===== src/rtl/wdcm_pkg.sv =====
package wdcm_pkg;
   // Register byte offsets
   localparam logic [7:0] SVC_OFS = 8'h00;
   localparam logic [7:0] CFG_OFS = 8'h04;
   localparam logic [7:0] STS_OFS = 8'h08;
   // Service register fields
   localparam int SEL_HI = 7;
   localparam int SEL_LO = 6;
   localparam int KEY_HI = 5;
   localparam int KEY_LO = 1;
   localparam int CM_BIT = 0;
   localparam logic [4:0] KEY_VAL = 5'h0C;
   localparam logic [1:0] SEL_RST = 2'h3;
   localparam logic CM_RST = 1'b1;
   // Option register fields
   localparam int CFG_RC_BIT = 0;
   localparam int CFG_DLY_BIT = 1;
   localparam int CFG_DIS_BIT = 2;
   localparam logic [2:0] CFG_RST = 3'h0;
   // Window limits and fault hold length in instruction cycles
   localparam logic [16:0] LOWER_CYC = 17'h0_0800;
   localparam logic [16:0] UPPER_BASE = 17'h0_2000;
   localparam logic [4:0] HOLD_TICKS = 5'h10;
   // Clock monitor slow-clock timeout
   localparam int CLK_MHZ = 100;
   localparam int CM_TIMEOUT_US = 1000;
   localparam int CM_TIMEOUT_CYC = CM_TIMEOUT_US * CLK_MHZ;

   typedef enum logic [1:0] {FLT_IDLE, FLT_DRIVE, FLT_HOLD, FLT_REL} wdcm_fault_type;

   function automatic logic [16:0] upper_lim(input logic [1:0] sel);
      return 17'(UPPER_BASE << sel);
   endfunction : upper_lim
endpackage : wdcm_pkg


===== src/rtl/wdcm_top.sv =====
`timescale 1ns/1ps
`default_nettype none

// Function
// Service earlier than 2048 instruction cycles into the window is an error
// Bits 7:6 select upper limit 8k, 16k, 32k or 64k cycles
// Key bits 5:1 must be 01100, any other key is an error
// Service register holds window select, key and clock monitor enable
// Watchdog works only while option bit 2 is zero; drives fault pin
// Reset inhibits detectors and loads maximum window with monitor enabled
// First matching write after reset fixes window and monitor choice
// Later services must match all fields, otherwise an error
// No service before the upper limit gives an error
// Software services at most once per lower-limit interval
// Fault pin held low 16 cycles after pin reads low, then released
// Window restarts when fault pin returns high
// Service writes during an active fault pulse are ignored
// Slow clock holds pin low until 16 cycles after recovery
// Monitor accepts 10 kHz and above, rejects below 10 Hz
// Key field always reads as zeros
// Watchdog paused in low-power modes; monitor keeps running
// RC option without delay resumes window count after clock stop
// Crystal or delayed RC restarts the window after clock stop
// Leaving idle mode performs an automatic service
// First service after reset has no lower-limit check
// Watchdog and clock errors share one fault pin
// Window counter counts instruction cycles, checked on every service after the first
module wdcm_top #(
   parameter int unsigned CM_GAP_CYC = wdcm_pkg::CM_TIMEOUT_CYC
) (
   // Clock and reset
   input wire logic pclk,
   input wire logic presetn,
   input wire logic clk_en,
   // APB slave
   input wire logic psel,
   input wire logic penable,
   input wire logic pwrite,
   input wire logic [7:0] paddr,
   input wire logic [31:0] pwdata,
   output logic [31:0] prdata,
   output logic pready,
   output logic pslverr,
   // Core status
   input wire logic inst_tick,
   input wire logic halt_mode,
   input wire logic idle_mode,
   // Open-drain fault pin
   input wire logic fault_pin_i,
   output logic fault_pin_o,
   output logic fault_pin_oe
);

   logic pready_ff, nxt_pready;
   logic pslverr_ff, nxt_pslverr;
   logic [31:0] prdata_ff, nxt_prdata;
   logic [2:0] cfg_ff, nxt_cfg;
   logic [1:0] sel_ff, nxt_sel;
   logic cm_en_ff, nxt_cm_en;
   logic first_ff, nxt_first;
   logic [16:0] win_cnt_ff, nxt_win_cnt;
   logic [4:0] hold_cnt_ff, nxt_hold_cnt;
   wdcm_pkg::wdcm_fault_type st_ff, nxt_st;
   logic idle_d_ff, halt_d_ff;
   logic [23:0] gap_ff, nxt_gap;
   logic slow_ff, nxt_slow;
   logic [4:0] rec_ff, nxt_rec;
   logic pin_meta_ff, pin_sync_ff;
   logic oe_ff, nxt_oe;
   logic pin_o_ff;

   logic apb_acc, svc_wr, cfg_wr;
   logic wd_on, key_ok, svc_eval, svc_bad, run, timeout;
   logic halt_exit, idle_exit, resume_cnt;

   assign prdata = prdata_ff;
   assign pready = pready_ff;
   assign pslverr = pslverr_ff;
   assign fault_pin_o = pin_o_ff;
   assign fault_pin_oe = oe_ff;

   assign apb_acc = clk_en & psel & penable & pready_ff;
   assign svc_wr = apb_acc & pwrite & (paddr == wdcm_pkg::SVC_OFS);
   assign cfg_wr = apb_acc & pwrite & (paddr == wdcm_pkg::CFG_OFS);

   // Register read path, answered one cycle after setup
   always_comb
   begin
      nxt_pready = psel & ~penable;
      nxt_pslverr = 1'b0;
      nxt_prdata = prdata_ff;
      nxt_cfg = cfg_ff;
      if (psel & ~penable)
      begin
         unique case (paddr)
            wdcm_pkg::SVC_OFS:
               nxt_prdata = {24'h00_0000, sel_ff, 5'h00, cm_en_ff};
            wdcm_pkg::CFG_OFS:
               nxt_prdata = {29'h0000_0000, cfg_ff};
            wdcm_pkg::STS_OFS:
               nxt_prdata = {27'h000_0000, slow_ff, first_ff, st_ff != wdcm_pkg::FLT_IDLE,
                             oe_ff, pin_sync_ff};
            default:
            begin
               nxt_prdata = 32'h0000_0000;
               nxt_pslverr = 1'b1;
            end
         endcase
      end
      if (cfg_wr)
      begin
         nxt_cfg = pwdata[2:0];
      end
   end

   always_ff @(posedge pclk or negedge presetn)
   begin
      if (!presetn)
      begin
         pready_ff <= 1'b0;
         pslverr_ff <= 1'b0;
         prdata_ff <= 32'h0000_0000;
         cfg_ff <= wdcm_pkg::CFG_RST;
      end
      else if (clk_en)
      begin
         pready_ff <= nxt_pready;
         pslverr_ff <= nxt_pslverr;
         prdata_ff <= nxt_prdata;
         cfg_ff <= nxt_cfg;
      end
   end

   // Watchdog window and fault pulse
   assign wd_on = ~cfg_ff[wdcm_pkg::CFG_DIS_BIT];
   assign key_ok = pwdata[wdcm_pkg::KEY_HI:wdcm_pkg::KEY_LO] == wdcm_pkg::KEY_VAL;
   assign svc_eval = svc_wr & wd_on & (st_ff == wdcm_pkg::FLT_IDLE);
   assign svc_bad = ~key_ok | (first_ff &
      ((pwdata[wdcm_pkg::SEL_HI:wdcm_pkg::SEL_LO] != sel_ff) |
       (pwdata[wdcm_pkg::CM_BIT] != cm_en_ff) |
       (win_cnt_ff < wdcm_pkg::LOWER_CYC)));
   assign run = wd_on & ~halt_mode & ~idle_mode & (st_ff == wdcm_pkg::FLT_IDLE);
   assign timeout = run & inst_tick &
      (win_cnt_ff >= 17'(wdcm_pkg::upper_lim(sel_ff) - 17'h0_0001));
   assign halt_exit = halt_d_ff & ~halt_mode;
   assign idle_exit = idle_d_ff & ~idle_mode;
   assign resume_cnt = cfg_ff[wdcm_pkg::CFG_RC_BIT] & ~cfg_ff[wdcm_pkg::CFG_DLY_BIT];

   always_comb
   begin
      nxt_st = st_ff;
      nxt_win_cnt = win_cnt_ff;
      nxt_hold_cnt = hold_cnt_ff;
      nxt_sel = sel_ff;
      nxt_cm_en = cm_en_ff;
      nxt_first = first_ff;
      if (run & inst_tick)
      begin
         nxt_win_cnt = 17'(win_cnt_ff + 17'h0_0001);
      end
      if (halt_exit & ~resume_cnt)
      begin
         nxt_win_cnt = 17'h0_0000;
      end
      if (idle_exit)
      begin
         nxt_win_cnt = 17'h0_0000;
      end
      if (svc_eval)
      begin
         if (svc_bad)
         begin
            nxt_st = wdcm_pkg::FLT_DRIVE;
         end
         else
         begin
            nxt_win_cnt = 17'h0_0000;
            if (!first_ff)
            begin
               nxt_sel = pwdata[wdcm_pkg::SEL_HI:wdcm_pkg::SEL_LO];
               nxt_cm_en = pwdata[wdcm_pkg::CM_BIT];
               nxt_first = 1'b1;
            end
         end
      end
      if (timeout)
      begin
         nxt_st = wdcm_pkg::FLT_DRIVE;
      end
      unique case (st_ff)
         wdcm_pkg::FLT_IDLE:
         begin
         end
         wdcm_pkg::FLT_DRIVE:
         begin
            if (!pin_sync_ff)
            begin
               nxt_st = wdcm_pkg::FLT_HOLD;
               nxt_hold_cnt = 5'h00;
            end
         end
         wdcm_pkg::FLT_HOLD:
         begin
            if (inst_tick)
            begin
               nxt_hold_cnt = 5'(hold_cnt_ff + 5'h01);
               if (hold_cnt_ff == 5'(wdcm_pkg::HOLD_TICKS - 5'h01))
               begin
                  nxt_st = wdcm_pkg::FLT_REL;
               end
            end
         end
         wdcm_pkg::FLT_REL:
         begin
            if (pin_sync_ff)
            begin
               nxt_st = wdcm_pkg::FLT_IDLE;
               nxt_win_cnt = 17'h0_0000;
            end
         end
      endcase
   end

   always_ff @(posedge pclk or negedge presetn)
   begin
      if (!presetn)
      begin
         st_ff <= wdcm_pkg::FLT_IDLE;
         win_cnt_ff <= 17'h0_0000;
         hold_cnt_ff <= 5'h00;
         sel_ff <= wdcm_pkg::SEL_RST;
         cm_en_ff <= wdcm_pkg::CM_RST;
         first_ff <= 1'b0;
         idle_d_ff <= 1'b0;
         halt_d_ff <= 1'b0;
      end
      else if (clk_en)
      begin
         st_ff <= nxt_st;
         win_cnt_ff <= nxt_win_cnt;
         hold_cnt_ff <= nxt_hold_cnt;
         sel_ff <= nxt_sel;
         cm_en_ff <= nxt_cm_en;
         first_ff <= nxt_first;
         idle_d_ff <= idle_mode;
         halt_d_ff <= halt_mode;
      end
   end

   // Clock monitor: gap between instruction ticks in bus clocks
   always_comb
   begin
      nxt_gap = gap_ff;
      nxt_slow = slow_ff;
      nxt_rec = rec_ff;
      if (inst_tick)
      begin
         nxt_gap = 24'h00_0000;
      end
      else if (gap_ff != 24'(CM_GAP_CYC - 1))
      begin
         nxt_gap = 24'(gap_ff + 24'h00_0001);
      end
      if (!inst_tick && gap_ff == 24'(CM_GAP_CYC - 1))
      begin
         nxt_slow = 1'b1;
         nxt_rec = 5'h00;
      end
      else if (slow_ff && inst_tick)
      begin
         nxt_rec = 5'(rec_ff + 5'h01);
         if (rec_ff == 5'(wdcm_pkg::HOLD_TICKS - 5'h01))
         begin
            nxt_slow = 1'b0;
         end
      end
   end

   always_ff @(posedge pclk or negedge presetn)
   begin
      if (!presetn)
      begin
         gap_ff <= 24'h00_0000;
         slow_ff <= 1'b0;
         rec_ff <= 5'h00;
      end
      else if (clk_en)
      begin
         gap_ff <= nxt_gap;
         slow_ff <= nxt_slow;
         rec_ff <= nxt_rec;
      end
   end

   // Shared fault pin; driven only low, pull-up gives the high level
   assign nxt_oe = (st_ff == wdcm_pkg::FLT_DRIVE) | (st_ff == wdcm_pkg::FLT_HOLD) |
                   (cm_en_ff & slow_ff);

   always_ff @(posedge pclk or negedge presetn)
   begin
      if (!presetn)
      begin
         oe_ff <= 1'b0;
         pin_o_ff <= 1'b0;
         pin_meta_ff <= 1'b1;
         pin_sync_ff <= 1'b1;
      end
      else if (clk_en)
      begin
         oe_ff <= nxt_oe;
         pin_o_ff <= 1'b0;
         pin_meta_ff <= fault_pin_i;
         pin_sync_ff <= pin_meta_ff;
      end
   end
endmodule : wdcm_top

`default_nettype wire

===== config.mk =====
export PLATFORM = sky130hd
export DESIGN_NAME = wdcm_top
export DESIGN_NICKNAME = d
export VERILOG_FILES = /design/src/rtl/wdcm_pkg.sv /design/src/rtl/wdcm_top.sv
export SDC_FILE = /design/constraint.sdc
export NUM_CORES = 1
export LEC_CHECK = 0
export BUFFER_PORTS_ARGS = -buffer_cell sky130_fd_sc_hd__buf_2
export CELL_PAD_IN_SITES_DETAIL_PLACEMENT = 0
export CELL_PAD_IN_SITES_GLOBAL_PLACEMENT = 1
export CORE_AREA = 4 4 105 107
export DETAILED_ROUTE_END_ITERATION = 8
export DIE_AREA = 0 0 109 111
export MAX_ROUTING_LAYER = met4
export PLACE_DENSITY_LB_ADDON = 0.15
export SYNTH_ARGS = -nofsm -noshare
export SYNTH_HDL_FRONTEND = slang
export SYNTH_SLANG_ARGS = --single-unit

===== constraint.sdc =====
create_clock -name pclk -period 6.1 [get_ports pclk]
set_input_delay 0.305 -clock pclk [delete_from_list [all_inputs] [get_ports pclk]]
set_output_delay 0.305 -clock pclk [all_outputs]
set_load 0.005 [all_outputs]

==> results summary, run 1 <==
The final-report setup violation count is 0. The H-tree was split into 3 levels. The starting utilization of the core area came out at 43.6%. The distinct cell type count after synthesis came out at 61.

The final sum of negative setup slack is 0 ns. The worst endpoint data arrival time came out at 3.35 ns. The per-cell via count in the routed design is roughly 5.3. For the pin with the worst max-slew slack, the measured transition is between 0.9 and 1 ns. The remaining number of nets flagged by the antenna check after routing came out at 0. The die area came out at 12100 um2. Entering global routing, the biggest net connects 76 pins.

The critical path goes through buf_2, inv_1, a2111oi_1, a21boi_2, and2_1, mux2_2. For this design the static power due to leakage is approximately 2.2 nW. The TritonCTS buffer count came out at 9. The number of antenna violations at the first check in global routing came out at 0. The maximum cell stage delay along the critical path came out at 0.84 ns.

The number of gates resized after CTS came out at 0. Summing every instance area after synthesis gives ~4400 um2. The critical register-to-register path startpoint is st_ff[0]. Data on the critical path is required at its endpoint by approximately 6.4 ns. The number of vias in the routed layout is between 3k and 4k. The total routed wirelength came out at 9760 um. The final hold slack is 0.0999 ns. The proportion of register bits with asynchronous set or reset after synthesis is 100%.

The count of flip-flops with a built-in enable after synthesis came out at 0. The share of synthesized area occupied by flip-flops and latches came out at between 40% and 50%. The worst setup path is launched from a primary input. The count of pins on the block boundary is 86. The x dimension of the die is ~110 um. The minimum clock period after layout came out at 3.06 ns. The remaining global-route overflow is 0. The power density over the cells is 246 nW/um2. The clock-pin slew of the registers on the worst-case setup and hold paths is 0.08 ns. The highest net fanout along the worst path came out at 33. The peak ir drop on the vdd network is 0.108 mV. The congestion estimate from routability-driven global placement came to 0.785. The net count of the finished layout is about 580. The number of DRC violations after detailed-routing iteration 0 is 144. The flip-flop and latch count after synthesis came out at 75. The number of placement rows is 37. The final number of hold-violating endpoints came out at 0.

Post-CTS timing repair inserted 0 buffers for setup. The clock latency of the later-clocked register in the worst-skew pair came out at around 0.36 ns. The maximum buffer depth of the clock tree came out at 2. Among all flip-flop cells after synthesis, the most frequent one is sky130_fd_sc_hd__dfrtp_1. The endpoint type of the worst setup path is a register. Hold repair after CTS inserted 0 buffers.

The CTS tree is done. The worst max-slew margin expressed relative to the limit came out at 36.4%. The via count of the first global-routing pass was 3500. The number of max-slew violations in the final report is 0.

Dividing the detail-routed wire length by the instance count gives 14.9 um. Clock tree synthesis selected as its root buffer the cell sky130_fd_sc_hd__clkbuf_8. The CTS sink count is 75. Setup repair after global routing left no endpoint under its margin. Of the cells placed in the final design, the portion with a size suffix greater than 1 is 15.2%. Port buffering added 35 buffers. The number of design rule violations left after detail routing came out at 0. The number of max-cap violations is 0.

The length in cells of the worst reg-to-reg path came out at 5. The path type of the worst setup path is in2reg. The clock tree skew after final layout is 0.0170 ns. The core area is slightly above 10000 um2. The achievable frequency came out at 327 MHz. The number of detailed-route iterations in the first pass came out at 4. The endpoint identified for the worst register-to-register timing path is win_cnt_ff[0]. 0 antenna diodes ended up in the layout. After layout, the worst path uses ~50% of the clock period. The synthesized instance count is between 400 and 500. The global-route total usage across every layer is 17.9%. The first global-routing pass estimated ~17000 um of wire. The signed area change from the synthesized netlist to the final layout is 9.17%. For flop-to-flop paths, the worst setup slack is 3.40 ns. The total chip power came out at approximately 0.0012 W.

The detailed placer's ending HPWL came out at 6860 um. The post-synthesis average cell area came out at 9.10 um2. The warning count from the yosys run came out at 0. The min-delay analysis places its worst path in the category in2async. The vertical die dimension came out at 111 um. The run finished with clean final reports. The largest individual stage delay along the critical path comes from the cell sky130_fd_sc_hd__a2111oi_1.
through the flow:
step | std cells | setup slack (ns) | utilization [%] | cell area, um2
2_1_floorplan | 511 | 4.02 | - | 4520
3_3_place_gp | 640 | 2.66 | 45.4 | 4600
3_5_place_dp | 640 | 2.57 | 45.4 | 4600
4_1_cts | 656 | 3.00 | 47.6 | 4830
5_1_grt | 656 | 2.73 | 47.6 | 4830
6_report | 656 | 3.04 | 47.6 | 4830
report_power, final:
part	switching [W]	leakage, nW	internal (W)
combinational	0.0000982	1.11	0.0000652
clock	0.000191	0.113	0.000252
sequential	0.0000416	1.00	0.000538
total	0.000330	2.22	0.000855
worst max-delay path by stage:
stage	end	slack [ns]	cells past startpoint	startpoint
after floorplan	win_cnt_ff[14]	4.02	8	st_ff[0]
after global placement	win_cnt_ff[11]	2.66	6	clk_en
after detailed placement	win_cnt_ff[0]	2.57	6	clk_en
after CTS	win_cnt_ff[0]	3.00	6	clk_en
after global routing	win_cnt_ff[9]	2.73	6	clk_en
final	win_cnt_ff[0]	3.04	6	clk_en
registers in the layout (all words and copies together), names as in the netlist, 2 cells and up:
register,count
gap_ff,24
win_cnt_ff,17
prdata,7
hold_cnt_ff,5
rec_ff,5
cfg_ff,3
sel_ff,2
st_ff,2
layout by cell type, fill, tap and decap left out, types with 5 or more instances in the layout:
master                     Yosys  final
sky130_fd_sc_hd__and3_1       13     13
sky130_fd_sc_hd__inv_1        15     15
sky130_fd_sc_hd__a21oi_1      21     21
sky130_fd_sc_hd__and2_1        6      6
sky130_fd_sc_hd__nand2_1      60     60
sky130_fd_sc_hd__xor2_1        9      9
sky130_fd_sc_hd__a31oi_1       9      9
sky130_fd_sc_hd__nor3_1       17     17
sky130_fd_sc_hd__a21o_1        6      6
sky130_fd_sc_hd__buf_2         2     34
sky130_fd_sc_hd__dfstp_2       5      5
sky130_fd_sc_hd__conb_1        2     27
sky130_fd_sc_hd__nand3_1      19     19
sky130_fd_sc_hd__nor2b_1       7      7
sky130_fd_sc_hd__nor2_1       30     30
sky130_fd_sc_hd__nor4_1       10     10
sky130_fd_sc_hd__dfrtp_1      70     70
sky130_fd_sc_hd__o21ai_0      31     31
sky130_fd_sc_hd__clkbuf_8      0     11
sky130_fd_sc_hd__and4_1        5      5
sky130_fd_sc_hd__mux2i_1       6      6
sky130_fd_sc_hd__ha_1         14     14
sky130_fd_sc_hd__nand4_1      16     16
sky130_fd_sc_hd__mux2_2       11     11
area by class of cell:
type / count / area (um2)
sequential: 75 / 1880
timing repair buffer: 36 / 185
clock buffer: 12 / 155
tap: 136 / 170
inverter: 15 / 56.3
multi-input combinational: 378 / 2310
clock inverter: 4 / 72.6
fill: 996 / 5310
synth_stat cells (6+ instances only):
| cell type | n | share of area (%) |
|---|---|---|
| sky130_fd_sc_hd__buf_4 | 26 | 4.4 |
| sky130_fd_sc_hd__a21o_1 | 6 | 1.0 |
| sky130_fd_sc_hd__nor2_1 | 30 | 2.5 |
| sky130_fd_sc_hd__a31oi_1 | 9 | 1.3 |
| sky130_fd_sc_hd__mux2_2 | 11 | 2.8 |
| sky130_fd_sc_hd__inv_1 | 15 | 1.3 |
| sky130_fd_sc_hd__nand2_1 | 60 | 5.1 |
| sky130_fd_sc_hd__nor4_1 | 10 | 1.4 |
| sky130_fd_sc_hd__clkbuf_1 | 13 | 1.1 |
| sky130_fd_sc_hd__a21oi_1 | 21 | 2.4 |
| sky130_fd_sc_hd__o21ai_0 | 31 | 3.5 |
| sky130_fd_sc_hd__xor2_1 | 9 | 1.8 |
| sky130_fd_sc_hd__and3_1 | 13 | 1.8 |
| sky130_fd_sc_hd__nand4_1 | 16 | 2.3 |
| sky130_fd_sc_hd__nand3_1 | 19 | 2.1 |
| sky130_fd_sc_hd__mux2i_1 | 6 | 1.4 |
| sky130_fd_sc_hd__nor2b_1 | 7 | 0.99 |
| sky130_fd_sc_hd__nor3_1 | 17 | 1.9 |
| sky130_fd_sc_hd__dfrtp_1 | 70 | 40 |
| sky130_fd_sc_hd__and2_1 | 6 | 0.85 |
| sky130_fd_sc_hd__ha_1 | 14 | 4.0 |
worst max-delay path, delay by kind of cell:
family                 cells  cell delay, ns
buffers and inverters      2            1.04
multiplexers               1            0.16
AND/OR/NAND/NOR            1            0.26
AO/OA/AOI/OAI              2            1.57
logic make-up after synthesis:
kind of cell / after synthesis / synth area share [%]
compound gates: 101 / 14.9
xor+xnor: 13 / 2.57
fa+ha+maj: 14 / 3.96
buf+inv: 58 / 7.52
flops: 75 / 42.6
mux: 17 / 4.16
other cells: 2 / 0.170
simple gates: 206 / 24.1
routing by layer:
layer	track usage (%)	wire length [um]
met1	23.2	4700
met2	28.4	4570
met3	3.49	383
met4	5.05	109
met5	-	0
Power figures use the tool's default switching activity.
==> run 2: changes to the inputs <==
ABC_AREA = 1   (was default)
CORE_AREA = 4 4 120 122   (was 4 4 105 107)
DIE_AREA = 0 0 124 126   (was 0 0 109 111)
clock period = 2.7 ns   (was 6.1 ns; I/O delays follow)
==> results summary, run 2 <==
The final number of hold-violating endpoints came out at 70 (was 0). The final cell utilization of the core is 41.1% (was 47.6%). The peak ir drop on the vdd network came out at 0.244 mV (was 0.108 mV).

The achievable frequency came out at 490 MHz. The largest register by flop count was gap_ff (unchanged). The dominant cell by count in the synthesized netlist is sky130_fd_sc_hd__nand2_1 (was sky130_fd_sc_hd__dfrtp_1). The total of buffers placed on input and output ports is 35 (unchanged). The worst slack at placement is 0.597 ns (was 2.57 ns). The number of max-cap violations is 0 (unchanged). The worst-case register-to-register setup slack was 0.66 ns (was 3.40 ns).

The worst setup path endpoint is win_cnt_ff[15] (was win_cnt_ff[0]). The number of antenna violations at the first check in global routing is 0 (unchanged). The clock latency of the later-clocked register in the worst-skew pair came out at 0.34 ns (was 0.36 ns).

The via count of the first global-routing pass came out at 4173 (was 3500). The signed area change from the synthesized netlist to the final layout came to 12.0% (was 9.17%). The number of detailed-route iterations in the first pass is 4 (unchanged). The number of design rule violations left after detail routing is 0 (unchanged). The starting utilization of the core area is 36.7% (was 43.6%). The final hold slack came out at -0.0552 ns (was 0.0999 ns). The net count of the finished layout came out at 759 (was 579). The prevailing post-synth register cell was sky130_fd_sc_hd__dfrtp_1 (unchanged). The warning count from the yosys run is 0 (unchanged). The synthesized instance count is 657 (was 486).

The fraction of final layout cells with drive strength greater than 1 is 11.4% (was 15.2%). The TritonCTS buffer count came to 9 (unchanged). The worst path setup slack after routing came to 0.661 ns (was 3.04 ns). The count of flip-flops with a built-in enable after synthesis came out at 0 (unchanged). The CTS tree is done (unchanged). The flip-flop and latch count after synthesis is 75 (unchanged). The largest net degree at the start of global routing was 76 (unchanged). The net switching power is 0.000745 W (was 0.000330 W). The number of gates resized after CTS came to 0 (unchanged). The minimum clock period after layout came out at 2.04 ns.

The endpoint required time on the critical path came out at 2.92 ns (was 6.39 ns). The flip-flop count of the largest register, all copies and words added is 24 (unchanged). The final weighted congestion in routability-driven placement is 0.827 (was 0.785). The final routed wire length divided by cell count was 13.6 um (was 14.9 um). The transition time at the pin with the least slew margin came to 0.991 ns (was 0.954 ns). The final-report setup violation count is 0 (unchanged).

The final cell count without fillers came out at 876 (was 656). The startpoint type of the worst setup path is a register (was primary input). The maximum buffer depth of the clock tree is 2 (unchanged). The number of placement rows is 42 (was 37). The clock root buffer master is sky130_fd_sc_hd__clkbuf_16 (was sky130_fd_sc_hd__clkbuf_8). The area of the multi-input gates was 2460 um2 (was 2310 um2). The fraction of power spent switching nets came out at 25.9% (was 27.9%). The final sum of negative setup slack is 0 ns (unchanged). The post-synthesis average cell area came out at 7.37 um2 (was 9.10 um2). The worst max-slew margin expressed relative to the limit came to 33.9% (was 36.4%). The relative contribution of the clock network to total power came out at 46.2% (was 37.4%).

The number of levels in the clock H-tree came to 3 (unchanged). The path type of the worst setup path is reg2reg (was in2reg). Commonest cells after routing, fill and taps aside: 171 x sky130_fd_sc_hd__nand2_1, 82 x sky130_fd_sc_hd__inv_1, 70 x sky130_fd_sc_hd__dfrtp_1 (was 70 x sky130_fd_sc_hd__dfrtp_1, 60 x sky130_fd_sc_hd__nand2_1, 34 x sky130_fd_sc_hd__buf_2). The share of the synthesized area in the top cell type came out at 36.2% (was 39.6%). The first element of the critical path is st_ff[0] (was clk_en). The proportion of register bits with asynchronous set or reset after synthesis is 100% (unchanged). The count of pins on the block boundary came to 86 (unchanged). The CTS sink count came out at 75 (unchanged). The sequential cell area was 1880 um2 (unchanged).

The count of fill cells added during filler insertion is 1433 (was 996). The internal power component came out at 0.00213 W (was 0.000855 W). The power density over the cells is 529 nW/um2 (was 246 nW/um2). The number of buffers inserted by hold repair at cts came to 0 (unchanged). The proportion of power drawn by combinational gates was 11.1% (was 13.8%). The detailed placer's ending HPWL is 8940 um (was 6860 um). The final reports fail on negative hold slack. The remaining global-route overflow came out at 0 (unchanged). Area contributors post-synth: sky130_fd_sc_hd__dfrtp_1 36%, sky130_fd_sc_hd__nand2_1 13%, sky130_fd_sc_hd__inv_1 6.4% (was sky130_fd_sc_hd__dfrtp_1 40%, sky130_fd_sc_hd__nand2_1 5.1%, sky130_fd_sc_hd__buf_4 4.4%). The per-cell via count in the routed design came out at 4.81 (was 5.34).

The remaining number of nets flagged by the antenna check after routing came out at 0 (unchanged). The total routed wirelength came out at 11900 um (was 9760 um). The number of max-slew violations in the final report is 0 (unchanged).

The commonest non-fill, non-tap cell in the layout is sky130_fd_sc_hd__nand2_1 (was sky130_fd_sc_hd__dfrtp_1). Outcome: finished with violations (was completed). Setup repair after global routing missed its margin: no (unchanged).

The number of vias in the routed layout came to 4211 (was 3505). The sequential fraction of design power is 42.8% (was 48.8%). The x dimension of the die was 124 um (was 109 um). The netlist area before placement came out at 4840 um2 (was 4420 um2). The endpoint type of the worst setup path is a register (unchanged). The die area came out at 15600 um2 (was 12100 um2). The vertical die dimension was 126 um (was 111 um). The clock-pin slew of the registers on the worst-case setup and hold paths came out at 0.06 ns (was 0.08 ns). The dominant cell type by area after synthesis is sky130_fd_sc_hd__dfrtp_1 (unchanged).

The highest net fanout along the worst path came out at 11 (was 33). The number of DRC violations after detailed-routing iteration 0 is 165 (was 144). Cell types with the highest counts after synthesis: 171 x sky130_fd_sc_hd__nand2_1, 82 x sky130_fd_sc_hd__inv_1, 70 x sky130_fd_sc_hd__dfrtp_1 (was 70 x sky130_fd_sc_hd__dfrtp_1, 60 x sky130_fd_sc_hd__nand2_1, 31 x sky130_fd_sc_hd__o21ai_0). The global-route total usage across every layer was 16.7% (was 17.9%). The clock tree skew after final layout was 0.00740 ns (was 0.0170 ns). The core area came out at 13200 um2 (was 10100 um2).

The placed cell count came out at 860 (was 640). The final cycle utilization of the critical path is roughly 76%. The distinct cell type count after synthesis is 41 (was 61).

The worst hold path class is in2async (unchanged). The endpoint of the worst-slack reg-to-reg timing path is win_cnt_ff[15] (was win_cnt_ff[0]). The length in cells of the worst reg-to-reg path was 12 (was 5).

The global-route wire length before repair came out at 20200 um (was 17000 um). The critical register-to-register path startpoint is st_ff[0] (unchanged). The setup fix buffers added after clock tree synthesis is 0 (unchanged).

The leakage power figure is 2.53 nW (was 2.22 nW). The count of inserted antenna diode cells is 0 (unchanged). The share of synthesized area occupied by flip-flops and latches came out at 38.9% (was 42.6%). The worst endpoint data arrival time is 2.26 ns (was 3.35 ns).
run 2: changes by cell type after synthesis, sizes merged, moves of 8 or more:
cell,before,now
mux2,11,0
clkbuf,13,2
inv,15,87
nand3,19,45
and3,13,0
nor4,10,1
o22ai,1,9
a31oi,9,0
nor2,31,74
nand2,60,175
a21oi,21,10
run 2: area by class of cell:
class	instances	share of cell area, %
flip-flops and latches	75	34.7
multi-input cells	483	45.4
clock buffers	12	4.55
clock inverters	4	1.36
inverters	87	6.02
repair buffers	39	3.83
well taps	176	4.06
run 2: cell families after synthesis:
logic type	share of synthesized area (%)
other	0.155
AO/OA/AOI/OAI	9.17
XOR/XNOR	3.80
buffers and inverters	12.2
flip-flops	38.9
AND/OR/NAND/NOR	31.8
adder cells (fa/ha/maj)	3.62
multiplexers	0.413
run 2: power by group through the flow:
stage / combinational, W / sequential, W / clock [W]
after floorplan: 0.000244 / 0.00124 / 0
after global placement: 0.000321 / 0.00125 / 0
after detailed placement: 0.000324 / 0.00125 / 0
after CTS: 0.000326 / 0.00123 / 0.00137
after global routing: 0.000374 / 0.00124 / 0.00142
final: 0.000318 / 0.00123 / 0.00132
run 2: critical path, stage by stage (launching register included):
cell and delay [ns]:
sky130_fd_sc_hd__dfrtp_1 0.42, sky130_fd_sc_hd__inv_1 0.12, sky130_fd_sc_hd__ha_1 0.25, sky130_fd_sc_hd__inv_2 0.08, sky130_fd_sc_hd__nor2_2 0.09, sky130_fd_sc_hd__inv_1 0.06
sky130_fd_sc_hd__nor2_1 0.10, sky130_fd_sc_hd__buf_4 0.21, sky130_fd_sc_hd__nand2_1 0.10, sky130_fd_sc_hd__nor2_1 0.15, sky130_fd_sc_hd__nand3_1 0.10, sky130_fd_sc_hd__xor2_1 0.16
sky130_fd_sc_hd__o21ai_1 0.07
run 2: worst min path at each step:
| stage | from | to | slack, ns | cells after the start |
|---|---|---|---|---|
| after floorplan | presetn | cfg_ff[0] | -0.16 | 0 |
| after global routing | pwdata[7] | sel_ff[1] | 0.03 | 3 |
| final | presetn | gap_ff[21] | -0.06 | 1 |
| after global placement | pwdata[6] | sel_ff[0] | 0.37 | 3 |
| after detailed placement | presetn | gap_ff[22] | 0.38 | 1 |
| after CTS | presetn | gap_ff[21] | 0.01 | 1 |
run 2: metrics by stage:
| stage | power [W] | cell area, um2 |
|---|---|---|
| CTS | 0.00292 | 5420 |
| detailed placement | 0.00157 | 5100 |
| global placement | 0.00157 | 5100 |
| floorplan | 0.00148 | 4940 |
| global route | 0.00303 | 5420 |
| finish | 0.00287 | 5420 |
run 2: per-layer routing:
layer / share of wire (%) / global-route usage, % / up-vias
met5: 0 / - / -
met4: 1.9 / 6.25 / 0
met3: 2.3 / 2.47 / 15
met2: 49 / 26.8 / 56
met1: 47 / 21.3 / 1984
li1: - / - / 2156
==> run 3: changes to the inputs <==
clock period = 1.8 ns   (was 2.7 ns; I/O delays follow)
==> results summary, run 3 (synthesis gave the netlist of run 2 again) <==
The internal power component came out at 0.00326 W (was 0.00213 W). The starting utilization of the core area came to 36.7% (unchanged). The dominant delay contributor by cell family on the critical path is simple AND/OR/NAND/NOR gates (unchanged). The largest register by flop count is gap_ff (unchanged). The final number of hold-violating endpoints came out at 0 (was 70). The final cell utilization of the core is 44.3% (was 41.1%). The clock latency of the later-clocked register in the worst-skew pair is 0.34 ns (about the same). The fraction of power spent switching nets is 26.5% (was 25.9%). The number of max-slew violations in the final report was 0 (unchanged). Commonest cells after routing, fill and taps aside: 169 x sky130_fd_sc_hd__nand2_1, 78 x sky130_fd_sc_hd__inv_1, 70 x sky130_fd_sc_hd__dfrtp_1 (was 171 x sky130_fd_sc_hd__nand2_1, 82 x sky130_fd_sc_hd__inv_1, 70 x sky130_fd_sc_hd__dfrtp_1).

The number of buffer and inverter stages on the critical path is 0 (was 4). Crit-path cells: nand2_1, ha_4, nand2_1, nor2_1, nand3_1, nand3_1, nand2_2, nand3_1, nand2_1, nand2_1, nand2_1 (was inv_1, ha_1, inv_2, nor2_2, inv_1, nor2_1, buf_4, nand2_1, nor2_1, nand3_1, xor2_1, o21ai_1). The signed area change from the synthesized netlist to the final layout came to 20.7% (was 12.0%). The global-route total usage across every layer came out at 17.1% (was 16.7%). The maximum cell stage delay along the critical path is 0.55 ns (was 0.42 ns). The startpoint type of the worst setup path is a register (unchanged). The final cycle utilization of the critical path was 93.9% (was 75.5%). The net count of the finished layout came out at 801 (was 759).

The endpoint type of the worst setup path is a register (unchanged). The worst slack at placement is -0.0410 ns (was 0.597 ns). The maximum buffer depth of the clock tree came out at 2 (unchanged). The net switching power came out at 0.00117 W (was 0.000745 W). The global-route wire length before repair is 20500 um (was 20200 um). The total routed wirelength is 12500 um (was 11900 um). The worst hold path class was in2reg (was in2async). The clock-pin slew of the registers on the worst-case setup and hold paths is 0.06 ns (about the same). The worst path setup slack after routing came out at 0.110 ns (was 0.661 ns). The number of max-cap violations is 0 (unchanged).

The largest net degree at the start of global routing is 32 (was 76). The clock root buffer master is sky130_fd_sc_hd__clkbuf_16 (unchanged). The achievable frequency was 592 MHz (was 490 MHz).

The final routed wire length divided by cell count is 13.7 um (was 13.6 um). The peak ir drop on the vdd network is 0.376 mV (was 0.244 mV). The endpoint required time on the critical path came out at 2.03 ns (was 2.92 ns). The count of pins on the block boundary is 86 (unchanged).

The total of buffers placed on input and output ports came to 35 (unchanged). The minimum clock period after layout came out at 1.69 ns (was 2.04 ns). The power density over the cells is 757 nW/um2 (was 529 nW/um2). The fraction of final layout cells with drive strength greater than 1 is 18.3% (was 11.4%).

The clock tree skew after final layout came out at 0.00741 ns (was 0.00740 ns). The CTS tree was done (unchanged). The commonest non-fill, non-tap cell in the layout is sky130_fd_sc_hd__nand2_1 (unchanged).

The flip-flop count of the largest register, all copies and words added is 24 (unchanged). Outcome: completed (was finished with violations). The worst endpoint data arrival time is 1.92 ns (was 2.26 ns).

The final-report setup violation count is 0 (unchanged). The count of inserted antenna diode cells came out at 0 (unchanged). The cell repeated most along the worst path is sky130_fd_sc_hd__nand2_1. The number of antenna violations at the first check in global routing is 0 (unchanged). The via count of the first global-routing pass was 4250 (was 4173). The remaining number of nets flagged by the antenna check after routing came out at 0 (unchanged). The TritonCTS buffer count came out at 9 (unchanged). The sequential fraction of design power came out at 41.3% (was 42.8%).

The path type of the worst setup path is reg2reg (unchanged). The total chip power is 0.00443 W (was 0.00287 W). The core area was 13200 um2 (unchanged). The number of vias in the routed layout is 4345 (was 4211). The die area is 15600 um2 (unchanged). Setup repair after global routing missed its margin: yes (was no). The proportion of power drawn by combinational gates came out at 14.8% (was 11.1%). The number of DRC violations after detailed-routing iteration 0 came out at 283 (was 165).

The x dimension of the die is 124 um (unchanged). The CTS sink count came out at 75 (unchanged). The number of levels in the clock H-tree came out at 3 (unchanged). The relative contribution of the clock network to total power came to 43.9% (was 46.2%). The per-cell via count in the routed design came out at 4.73 (was 4.81). The number of detailed-route iterations in the first pass was 5 (was 4). The highest net fanout along the worst path came out at 4 (was 11). The vertical die dimension came to 126 um (unchanged).

The number of placement rows came out at 42 (unchanged). The worst-path cell with the longest stage delay is sky130_fd_sc_hd__dfstp_2 (was sky130_fd_sc_hd__dfrtp_1). The final weighted congestion in routability-driven placement came out at 0.879 (was 0.827). The detailed placer's ending HPWL is 9370 um (was 8940 um). The remaining global-route overflow is 0 (unchanged).

The number of design rule violations left after detail routing is 0 (unchanged). The leakage power figure came out at 2.75 nW (was 2.53 nW).
## run 3: cell types whose count changed in the layout (fill, tap and decap cells not counted), moves of 3 or more
cell / change
sky130_fd_sc_hd__inv_1: -4
sky130_fd_sc_hd__nor2_4: +3
sky130_fd_sc_hd__ha_1: -3
sky130_fd_sc_hd__dlygate4sd3_1: +3
sky130_fd_sc_hd__buf_4: +36
sky130_fd_sc_hd__nor2_1: -5
sky130_fd_sc_hd__ha_4: +3
## run 3: per-layer routing
metal | share of wire [%] | GRT usage, % | vias up
met4 | 2.3 | 7.54 | 0
met3 | 2.9 | 2.47 | 23
met2 | 48 | 26.4 | 79
li1 | - | - | 2237
met5 | 0 | - | -
met1 | 47 | 22.3 | 2006
## run 3: stage by stage
step,setup TNS (ns),cells,hold WS (ns),cell area [um2]
2_1_floorplan,0,682,-0.206,4940
3_3_place_gp,0,894,0.0660,5370
3_5_place_dp,-0.0734,894,0.0689,5370
4_1_cts,0,913,0.00712,5720
5_1_grt,-0.0604,918,0.0232,5850
6_report,0,918,0.0138,5850
## run 3: cell type report
type                            instances  area (um2)
Clock buffer                           11         233
Inverter                               87         332
Fill cell                            1371        7340
Clock inverter                          5        77.6
Sequential cell                        75        1880
Multi-Input combinational cell        483        2560
Tap cell                              176         220
Timing Repair Buffer                   81         544
## run 3: path summary, 6_finish.rpt
kind | cells past startpoint | from | end | slack (ns)
min in group asynchronous | 2 | presetn | gap_ff[23] | 0.24
worst max-delay path | 11 | sel_ff[1] | st_ff[1] | 0.11
worst max register to register | 11 | sel_ff[1] | st_ff[1] | 0.11
worst min-delay path | 3 | pwdata[7] | sel_ff[1] | 0.01
worst min register to register | 2 | pin_meta_ff | pin_meta_ff | 0.46
max in group asynchronous | 3 | presetn | pin_sync_ff | 0.95
## run 3: power groups by stage
stage	clock network, W	logic (W)	registers [W]
global route	0.00207	0.000748	0.00184
detailed placement	0	0.000606	0.00186
global placement	0	0.000591	0.00185
finish	0.00195	0.000656	0.00183
floorplan	0	0.000366	0.00185
CTS	0.00200	0.000617	0.00183
## run 3: timing repair
action / in CTS / in global routing
resized for setup: 4 / 24
cloned: 0 / 1
pin swaps: 0 / 5
setup endpoints to repair: 3 / 26
hold buffers: 3 / 0
endpoints found under the hold margin: 31 / 0
buffers inserted: 0 / 4
## run 3: worst reg2reg max path: stages, from the launching register on
cell and delay (ns):
sky130_fd_sc_hd__dfstp_2 0.55, sky130_fd_sc_hd__nand2_1 0.09, sky130_fd_sc_hd__ha_4 0.27, sky130_fd_sc_hd__nand2_1 0.06, sky130_fd_sc_hd__nor2_1 0.12, sky130_fd_sc_hd__nand3_1 0.10
sky130_fd_sc_hd__nand3_1 0.11, sky130_fd_sc_hd__nand2_2 0.07, sky130_fd_sc_hd__nand3_1 0.07, sky130_fd_sc_hd__nand2_1 0.05, sky130_fd_sc_hd__nand2_1 0.05, sky130_fd_sc_hd__nand2_1 0.04
